===== src/inc/eacs_pkg.sv =====
package eacs_pkg;
   localparam logic [1:0] EACS_PAGE_WIN_HI = 2'b10;
   localparam logic [1:0] EACS_BLK_LOW = 2'b00;
   localparam logic [1:0] EACS_BLK_MID = 2'b01;
   localparam logic [1:0] EACS_BLK_TOP = 2'b11;
   localparam logic [5:0] EACS_XA_LOW = 6'h3d;
   localparam logic [5:0] EACS_XA_MID = 6'h3e;
   localparam logic [5:0] EACS_XA_TOP = 6'h3f;
   localparam logic [5:0] EACS_INT_BOUND_00 = 6'h38;
   localparam logic [5:0] EACS_INT_BOUND_01 = 6'h30;
   localparam logic [5:0] EACS_INT_BOUND_10 = 6'h20;
   localparam logic [5:0] EACS_INT_BOUND_11 = 6'h00;
   localparam logic [5:0] EACS_PORT_RST = 6'h00;
   typedef enum logic [1:0] {
      EACS_ALLOC_0K = 2'h0,
      EACS_ALLOC_16K = 2'h1,
      EACS_ALLOC_48K = 2'h2,
      EACS_ALLOC_64K = 2'h3
   } eacs_alloc_type;
   typedef struct packed {
      logic [15:0] addr;
      logic [5:0] page;
      logic ext_space;
   } eacs_access_type;
endpackage


===== src/design/eacs_decode.sv =====
// Summary of operation
// - Active window accesses drive the page index on the address lines.
// - Outside the window the code is 0x3d, 0x3e or 0x3f per block.
// - Address lines and select reach pins only when enabled and expanded.
// - At 0K the select is high for low blocks, low for window and top.
// - At 16K the select is low only for the top block.
// - At 48K: top, middle if upper-half bit 0, internal window; never low.
// - At 64K: low blocks if upper-half bit 0, internal window and top.
// - The select is active low and the upper-half bit acts at 48K/64K.
// - A window access is internal at or above the partition boundary.
// - Port K bit 7 carries the emulation select only when active.
// - Bit 6 select asserts when emulation select idles and space external.
`timescale 1ns/1ps
module eacs_decode (
   input wire logic clk_sys_i,
   input wire logic srst_i,
   input eacs_pkg::eacs_access_type access_i,
   input wire logic expanded_mode_i,
   input wire logic emulation_port_k_enable_i,
   input wire logic rom_upper_half_only_i,
   input wire logic [1:0] paging_partition_select_i,
   input eacs_pkg::eacs_alloc_type alloc_i,
   input wire logic [7:0] gpio_out_i,
   output logic [5:0] extended_address_high_o,
   output logic [7:0] port_k_o,
   output logic emulation_chip_select_n_o,
   output logic external_chip_select_n_o
);
   import eacs_pkg::*;

   // Registered outputs
   logic [7:0] port_k_r;
   logic [5:0] xa_r;
   logic ecs_n_r;
   logic xcs_n_r;

   // Fields of the current access
   logic [15:0] acc_addr;
   logic [5:0] acc_page;
   logic acc_ext;
   logic [1:0] blk;

   assign acc_addr = access_i.addr;
   assign acc_page = access_i.page;
   assign acc_ext = access_i.ext_space;
   assign blk = acc_addr[15:14];

   // One flag per 16K block of the physical map
   logic blk_low;
   logic blk_mid;
   logic in_win;
   logic blk_top;

   assign blk_low = (blk == EACS_BLK_LOW);
   assign blk_mid = (blk == EACS_BLK_MID);
   assign in_win = (blk == EACS_PAGE_WIN_HI);
   assign blk_top = (blk == EACS_BLK_TOP);

   // Decode takes effect only in expanded mode with emulation on
   logic active;

   assign active = emulation_port_k_enable_i & expanded_mode_i;

   // Partition setting, one flag per code except 2'b11
   logic part_00;
   logic part_01;
   logic part_10;

   assign part_00 = (paging_partition_select_i == 2'b00);
   assign part_01 = (paging_partition_select_i == 2'b01);
   assign part_10 = (paging_partition_select_i == 2'b10);

   // Lowest page that the window treats as internal
   logic [5:0] bound;

   assign bound = part_00 ? EACS_INT_BOUND_00 :
      part_01 ? EACS_INT_BOUND_01 :
      part_10 ? EACS_INT_BOUND_10 :
      EACS_INT_BOUND_11;

   // Window access at or above the boundary is internal
   logic page_hi;
   logic win_int;

   assign page_hi = (acc_page >= bound);
   assign win_int = in_win & page_hi;

   // Upper-half bit, used by the 48K and 64K terms only
   logic rom_lo;

   assign rom_lo = ~rom_upper_half_only_i;

   // Fixed code outside the window
   logic [5:0] xa_fixed;

   assign xa_fixed = blk_low ? EACS_XA_LOW :
      blk_mid ? EACS_XA_MID :
      EACS_XA_TOP;

   // Page index inside the window
   logic [5:0] xa_nxt;

   assign xa_nxt = in_win ? acc_page : xa_fixed;

   // Select term for each allocation
   logic sel_0k;
   logic sel_16k;
   logic sel_48k;
   logic sel_64k;

   // Small sizes ignore the upper-half bit
   assign sel_0k = in_win | blk_top;
   assign sel_16k = blk_top;
   assign sel_48k = blk_top | win_int |
      (blk_mid & rom_lo);
   assign sel_64k = blk_top | win_int |
      ((blk_low | blk_mid) & rom_lo);

   // Pick the term of the allocated size
   logic sel;

   always_comb begin
      sel = 1'b0;
      case (alloc_i)
         EACS_ALLOC_0K: begin
            sel = sel_0k;
         end
         EACS_ALLOC_16K: begin
            sel = sel_16k;
         end
         EACS_ALLOC_48K: begin
            sel = sel_48k;
         end
         EACS_ALLOC_64K: begin
            sel = sel_64k;
         end
         default: begin
            sel = 1'b0;
         end
      endcase
   end

   // Emulation select wanted, and external select in its absence
   logic ecs_on;
   logic xcs_on;

   assign ecs_on = active & sel;
   assign xcs_on = active & ~ecs_on & acc_ext;

   // Both chip selects are active low and idle high when off
   logic ecs_n_nxt;
   logic xcs_n_nxt;

   assign ecs_n_nxt = ~ecs_on;
   assign xcs_n_nxt = ~xcs_on;

   // Extended address lines rest at zero when off
   logic [5:0] xa_out_nxt;

   assign xa_out_nxt = active ? xa_nxt : EACS_PORT_RST;

   // Port K carries the emulation signals only when active
   logic [7:0] pk_emu;
   logic [7:0] pk_nxt;

   assign pk_emu = {ecs_n_nxt, xcs_n_nxt, xa_nxt};

   // One pin mux per port K bit
   genvar gi;
   generate
      for (gi = 0; gi < 8; gi = gi + 1) begin : g_pk_bit
         // GPIO value on the pin whenever decode is off
         assign pk_nxt[gi] = active ? pk_emu[gi] :
            gpio_out_i[gi];
      end
   endgenerate

   // Output registers, one per output port

   // Port K pin register, idle pattern in reset
   always_ff @(posedge clk_sys_i) begin
      if (srst_i) begin
         port_k_r <= {2'b11, EACS_PORT_RST};
      end else begin
         port_k_r <= pk_nxt;
      end
   end

   // Extended address register
   always_ff @(posedge clk_sys_i) begin
      if (srst_i) begin
         xa_r <= EACS_PORT_RST;
      end else begin
         xa_r <= xa_out_nxt;
      end
   end

   // Emulation select register
   always_ff @(posedge clk_sys_i) begin
      if (srst_i) begin
         ecs_n_r <= 1'b1;
      end else begin
         ecs_n_r <= ecs_n_nxt;
      end
   end

   // External select register
   always_ff @(posedge clk_sys_i) begin
      if (srst_i) begin
         xcs_n_r <= 1'b1;
      end else begin
         xcs_n_r <= xcs_n_nxt;
      end
   end

   // Ports straight from the registers
   assign extended_address_high_o = xa_r;
   assign port_k_o = port_k_r;
   assign emulation_chip_select_n_o = ecs_n_r;
   assign external_chip_select_n_o = xcs_n_r;
endmodule // eacs_decode


===== config.mk =====
export PLATFORM = sky130hd
export DESIGN_NAME = eacs_decode
export DESIGN_NICKNAME = d
export VERILOG_FILES = /design/src/inc/eacs_pkg.sv /design/src/design/eacs_decode.sv
export SDC_FILE = /design/constraint.sdc
export NUM_CORES = 1
export LEC_CHECK = 0
export BUFFER_PORTS_ARGS = -buffer_cell sky130_fd_sc_hd__buf_2
export CAP_MARGIN = 15
export CORE_MARGIN = 3
export CORE_UTILIZATION = 38
export CTS_CLUSTER_SIZE = 24
export DETAILED_ROUTE_END_ITERATION = 12
export PLACE_DENSITY = 0.82
export SETUP_SLACK_MARGIN = 0.15
export SLEW_MARGIN = 20
export SYNTH_ARGS = -nofsm -noshare
export SYNTH_HDL_FRONTEND = slang
export SYNTH_SLANG_ARGS = --single-unit

===== constraint.sdc =====
create_clock -name clk_sys_i -period 3.5 [get_ports clk_sys_i]
set_clock_uncertainty 0.1 [all_clocks]
set_input_delay 0.875 -clock clk_sys_i [delete_from_list [all_inputs] [get_ports clk_sys_i]]
set_output_delay 0.875 -clock clk_sys_i [all_outputs]
set_load 0.03 [all_outputs]

Word-level counts from Yosys, hierarchy flattened --
Index checks and enable logic that the tools add are counted.
Storage, ports and cells: input port bits 40, output and inout port bits 16, register bits after elaboration 16, logic and storage cells 48
Operators by class: reduce and logical (&&, ||, !) cells 4, equal/unequal tests 8, $lt $le $gt $ge 1, bitwise operators 16, mux-type cells 15
Operators with widths (number):
- 6-bit two-way mux | 4
- 2-bit == test, second input constant | 5
- 1-bit two-way mux | 9
- 1-bit bitwise AND | 7
- 2-bit by 1-bit == test with 1-bit output, second input constant | 3
- 6-bit >= comparator | 1
- 2-bit zero test | 3
- 1-bit bitwise OR | 5
- 1-bit inverter | 4
- 1-bit case mux with 4 select lines | 1
- 2-bit two-way mux | 1
- 2-bit OR reduction | 1

Logic depth before layout (Yosys ltp) --
depth in word-level cells 15, depth in mapped cells 6, gate-level depth less buffers 6

Worst setup path before layout --
Ideal clock, no wire load.
path type input-to-reg, start input paging_partition_select_i[1], end register port_k_r[7], in the netlist port_k_o[7], cell stages on the path 6, setup time 134 ps, data required time 3266 ps, setup slack 1070 ps, arrival 2196 ps, path through nor2_1 ha_1 or4b_1 a311o_1 o221ai_2 a2bb2oi_1
Between the ends: cells in the longest elaborated chain, start to end 12
Ends and longest elaborated chain:
- start, declared | line eacs_decode.sv:21 | input wire logic [1:0] paging_partition_select_i,
- 2-bit == test | line eacs_decode.sv:71 | assign part_10 = (paging_partition_select_i == 2'b10);
- 6-bit two-way mux | line eacs_decode.sv:78 | part_10 ? EACS_INT_BOUND_10 :
- 6-bit two-way mux | line eacs_decode.sv:77 | part_01 ? EACS_INT_BOUND_01 :
- 6-bit two-way mux * | line eacs_decode.sv:76 | assign bound = part_00 ? EACS_INT_BOUND_00 :
- 6-bit >= comparator * | line eacs_decode.sv:85 | assign page_hi = (acc_page >= bound);
- 1-bit bitwise AND * | line eacs_decode.sv:86 | assign win_int = in_win & page_hi;
- 1-bit bitwise OR * | line eacs_decode.sv:114, eacs_decode.sv:116
- 1-bit bitwise OR (on tied branches) | line eacs_decode.sv:116, eacs_decode.sv:114
- 1-bit case mux with 4 select lines * | line eacs_decode.sv:124 | case (alloc_i)
- 1-bit bitwise AND * | line eacs_decode.sv:147 | assign ecs_on = active & sel;
- 1-bit inverter * | line eacs_decode.sv:154 | assign ecs_n_nxt = ~ecs_on;
- 1-bit two-way mux * | line eacs_decode.sv:173 | assign pk_nxt[gi] = active ? pk_emu[gi] :
- end signal, assigned | line eacs_decode.sv:183 | port_k_r <= {2'b11, EACS_PORT_RST};
- end signal, assigned | line eacs_decode.sv:185 | port_k_r <= pk_nxt;
- end, declared | line eacs_decode.sv:32 | logic [7:0] port_k_r;
Every way passes the cells marked *; elsewhere a longest branch is shown, timed or not. A chain may end at the register's enable or synchronous reset.

Worst setup path in the final report --
Same ends and word-level chain as after synthesis.

==> results.cfg <==
[synth]
ys_top_cells_by_area = dfxtp_1, a21o_1, ha_1, o21a_1, nor2_1
synthCells = 59
ys_ff_latch = 16
synthMuxAreaShare_pct = 0
synth_top_cell_area_share_pct = 52.7
synthArstFlopShare_pct = 0
synth_fa_ha_area_share_pct = 6.17
syn_area_um2 = 608
synth_edf_count = 0
synth_area_per_cell_um2 = 10.3
synthSimpleGateAreaFrac_pct = 13.2
yosysTopAreaCell = dfxtp_1
synth_top_flop_cell = dfxtp_1
synth_compound_gate_area_share_pct = 25.5
yosysWarnings = 0
synth_fp_nets = 102
ys_seq_area_share_pct = 52.7
synth_top_family_by_area = compound AO/OA/AOI/OAI gates
synth_cell_types = 21
synth_xor_area_share_pct = 0

[clock_network]
cts_tree = done
cts_made_buffers = 3
holdBufCountCts = 0
cts-root-buf = clkbuf_4
post-cts-setup-buffers = 0
ctsResizeCount = 0
ctsLongestPathBuffers = 2
cts_sinks = 16
clk_pin_slew_ns = 0.09
htree_levels = 1

[sta]
final.setup.tns_ns = 0
finalSetupViolations = 0
fin_crit_sh_pct = 66.2
max_freq_ghz = 0.432
fin_crit_ns = 2.32
tightest_slew_ns = 0.575
rsz0062_at_grt = no
hold_violations = 0
slew_headroom_pct = 60.7
drv_slew = 0
final.setup.worst_slack_ns = 1.18
hold_ws_ns = 0.675

[global_route]
grt_max_degree = 10
grt_usage_pct = 14.8
grt_pass1_vias = 592
overflow = 0
antenna_found_initial = 0
grt_pass1_wl_um = 2200

[floorplan]
start_util_pct = 43.5
io_pins = 56
die_area_um2 = 2120
rows = 13
core_area_um2 = 1400
fp.dieH_um = 46
die_w_um = 46

[routing]
drt_iter0_drc = 10
dr.pass1.iters = 3
vias_per_cell = 5.03
dr_total_vias = 593
drt-total-wl_um = 1450
antenna_left = 0
routedWlPerCell_um = 12.3
drc = 0

[critical_path]
arrival_ns = 2.38
cp.required_ns = 3.56
path_max_fanout = 4
critical_path.endpoint_type = flop
crit_path_start_kind = primary input
worstSetupPathType = primary input to flop

[cells_and_area]
stdcell_count = 118
antenna_cells = 0
layout.nets = 147
drive_gt1_share_pct = 46.6
fillers = 137
area_growth_pct = 42.2
post-route-util_pct = 61.8

[flow_run]
drv_cap = 0

[placed_design]
post-place-ws_ns = 0.857
gp_congestion = 0.724
portBuffers = 41
dp_hpwl_um = 1170
dp_cells = 114

[outcome]
outcome = finished clean

[min_path]
holdPathStages = 2
hold_class = primary input to flop

[power_and_ir_drop]
power.density_nw_per_um2 = 453
vdd_drop_max_uv = 298
p_leak_nw = 0.470
==> cell usage in the layout, fill, tap and decap left out <==
cell,count
buf_2,41
dfxtp_1,16
nor2_1,6
a21o_1,6
o21a_1,5
inv_1,3
nand2_1,3
a21oi_1,3
ha_1,3
clkbuf_4,3
nand2b_1,2
and2_1,1
or4b_1,1
nor2b_1,1
a311o_1,1
o21ai_0,1
o221ai_2,1
o22a_2,1
a2bb2oi_1,1
or2_2,1
nor3_1,1
a2111oi_0,1
clkbuf_8,1
==> registers in the layout, summed over array words and instances (netlist names) <==
signal / cells
emulation_chip_select_n_o: 1
port_k_o: 8
external_chip_select_n_o: 1
extended_address_high_o: 6
==> Yosys cell counts, drive strengths merged (2+ instances only) <==
cell type / count
nand2: 3
a21oi: 3
inv: 3
dfxtp: 16
a21o: 6
nor2: 6
o21a: 5
nand2b: 2
ha: 3
==> power breakdown <==
part           switching (W)  total [W]  internal (W)
logic              0.0000458  0.0000761     0.0000303
registers         0.00000204   0.000194      0.000192
clock network      0.0000577   0.000121     0.0000634
==> per-layer routing <==
layer / vias up / track usage, % / routed length [µm]
met5: - / 0 / 0
met4: 0 / 8.52 / 22
met3: 4 / 3.16 / 172
met2: 33 / 26.1 / 691
met1: 257 / 15.8 / 560
li1: 299 / - / -
==> logic make-up after synthesis <==
logic type	after synthesis
AO/OA/AOI/OAI	20
AND/OR/NAND/NOR	16
flip-flops	16
adder cells (fa/ha/maj)	3
buffers and inverters	4
==> metrics by stage <==
stage          instance area (µm²)  total power (W)
6_report                       865         0.000391
5_1_grt                        865         0.000406
4_1_cts                        865         0.000393
3_5_place_dp                   828         0.000275
3_3_place_gp                   828         0.000273
2_1_floorplan                  608         0.000244
==> path summary, 6_finish.rpt <==
check	from	to
worst max-delay path	paging_partition_select_i[1]	port_k_o[7]
worst min-delay path	gpio_out_i[4]	port_k_o[4]
==> worst max-delay path, stage by stage <==
cell and delay (ns):
buf_2 0.09, nor2_1 0.05, ha_1 0.25, or4b_1 0.42, a311o_1 0.33, o221ai_2 0.26, a2bb2oi_1 0.10
==> layout make-up <==
type	count	area (µm²)	share of cell area [%]
multi-input cells	39	273	31.5
repair buffers	41	205	23.7
flip-flops and latches	16	320	37.0
well taps	15	18.8	2.17
clock buffers	4	36.3	4.20
inverters	3	11.3	1.30
(Power assumes the default switching activity.)
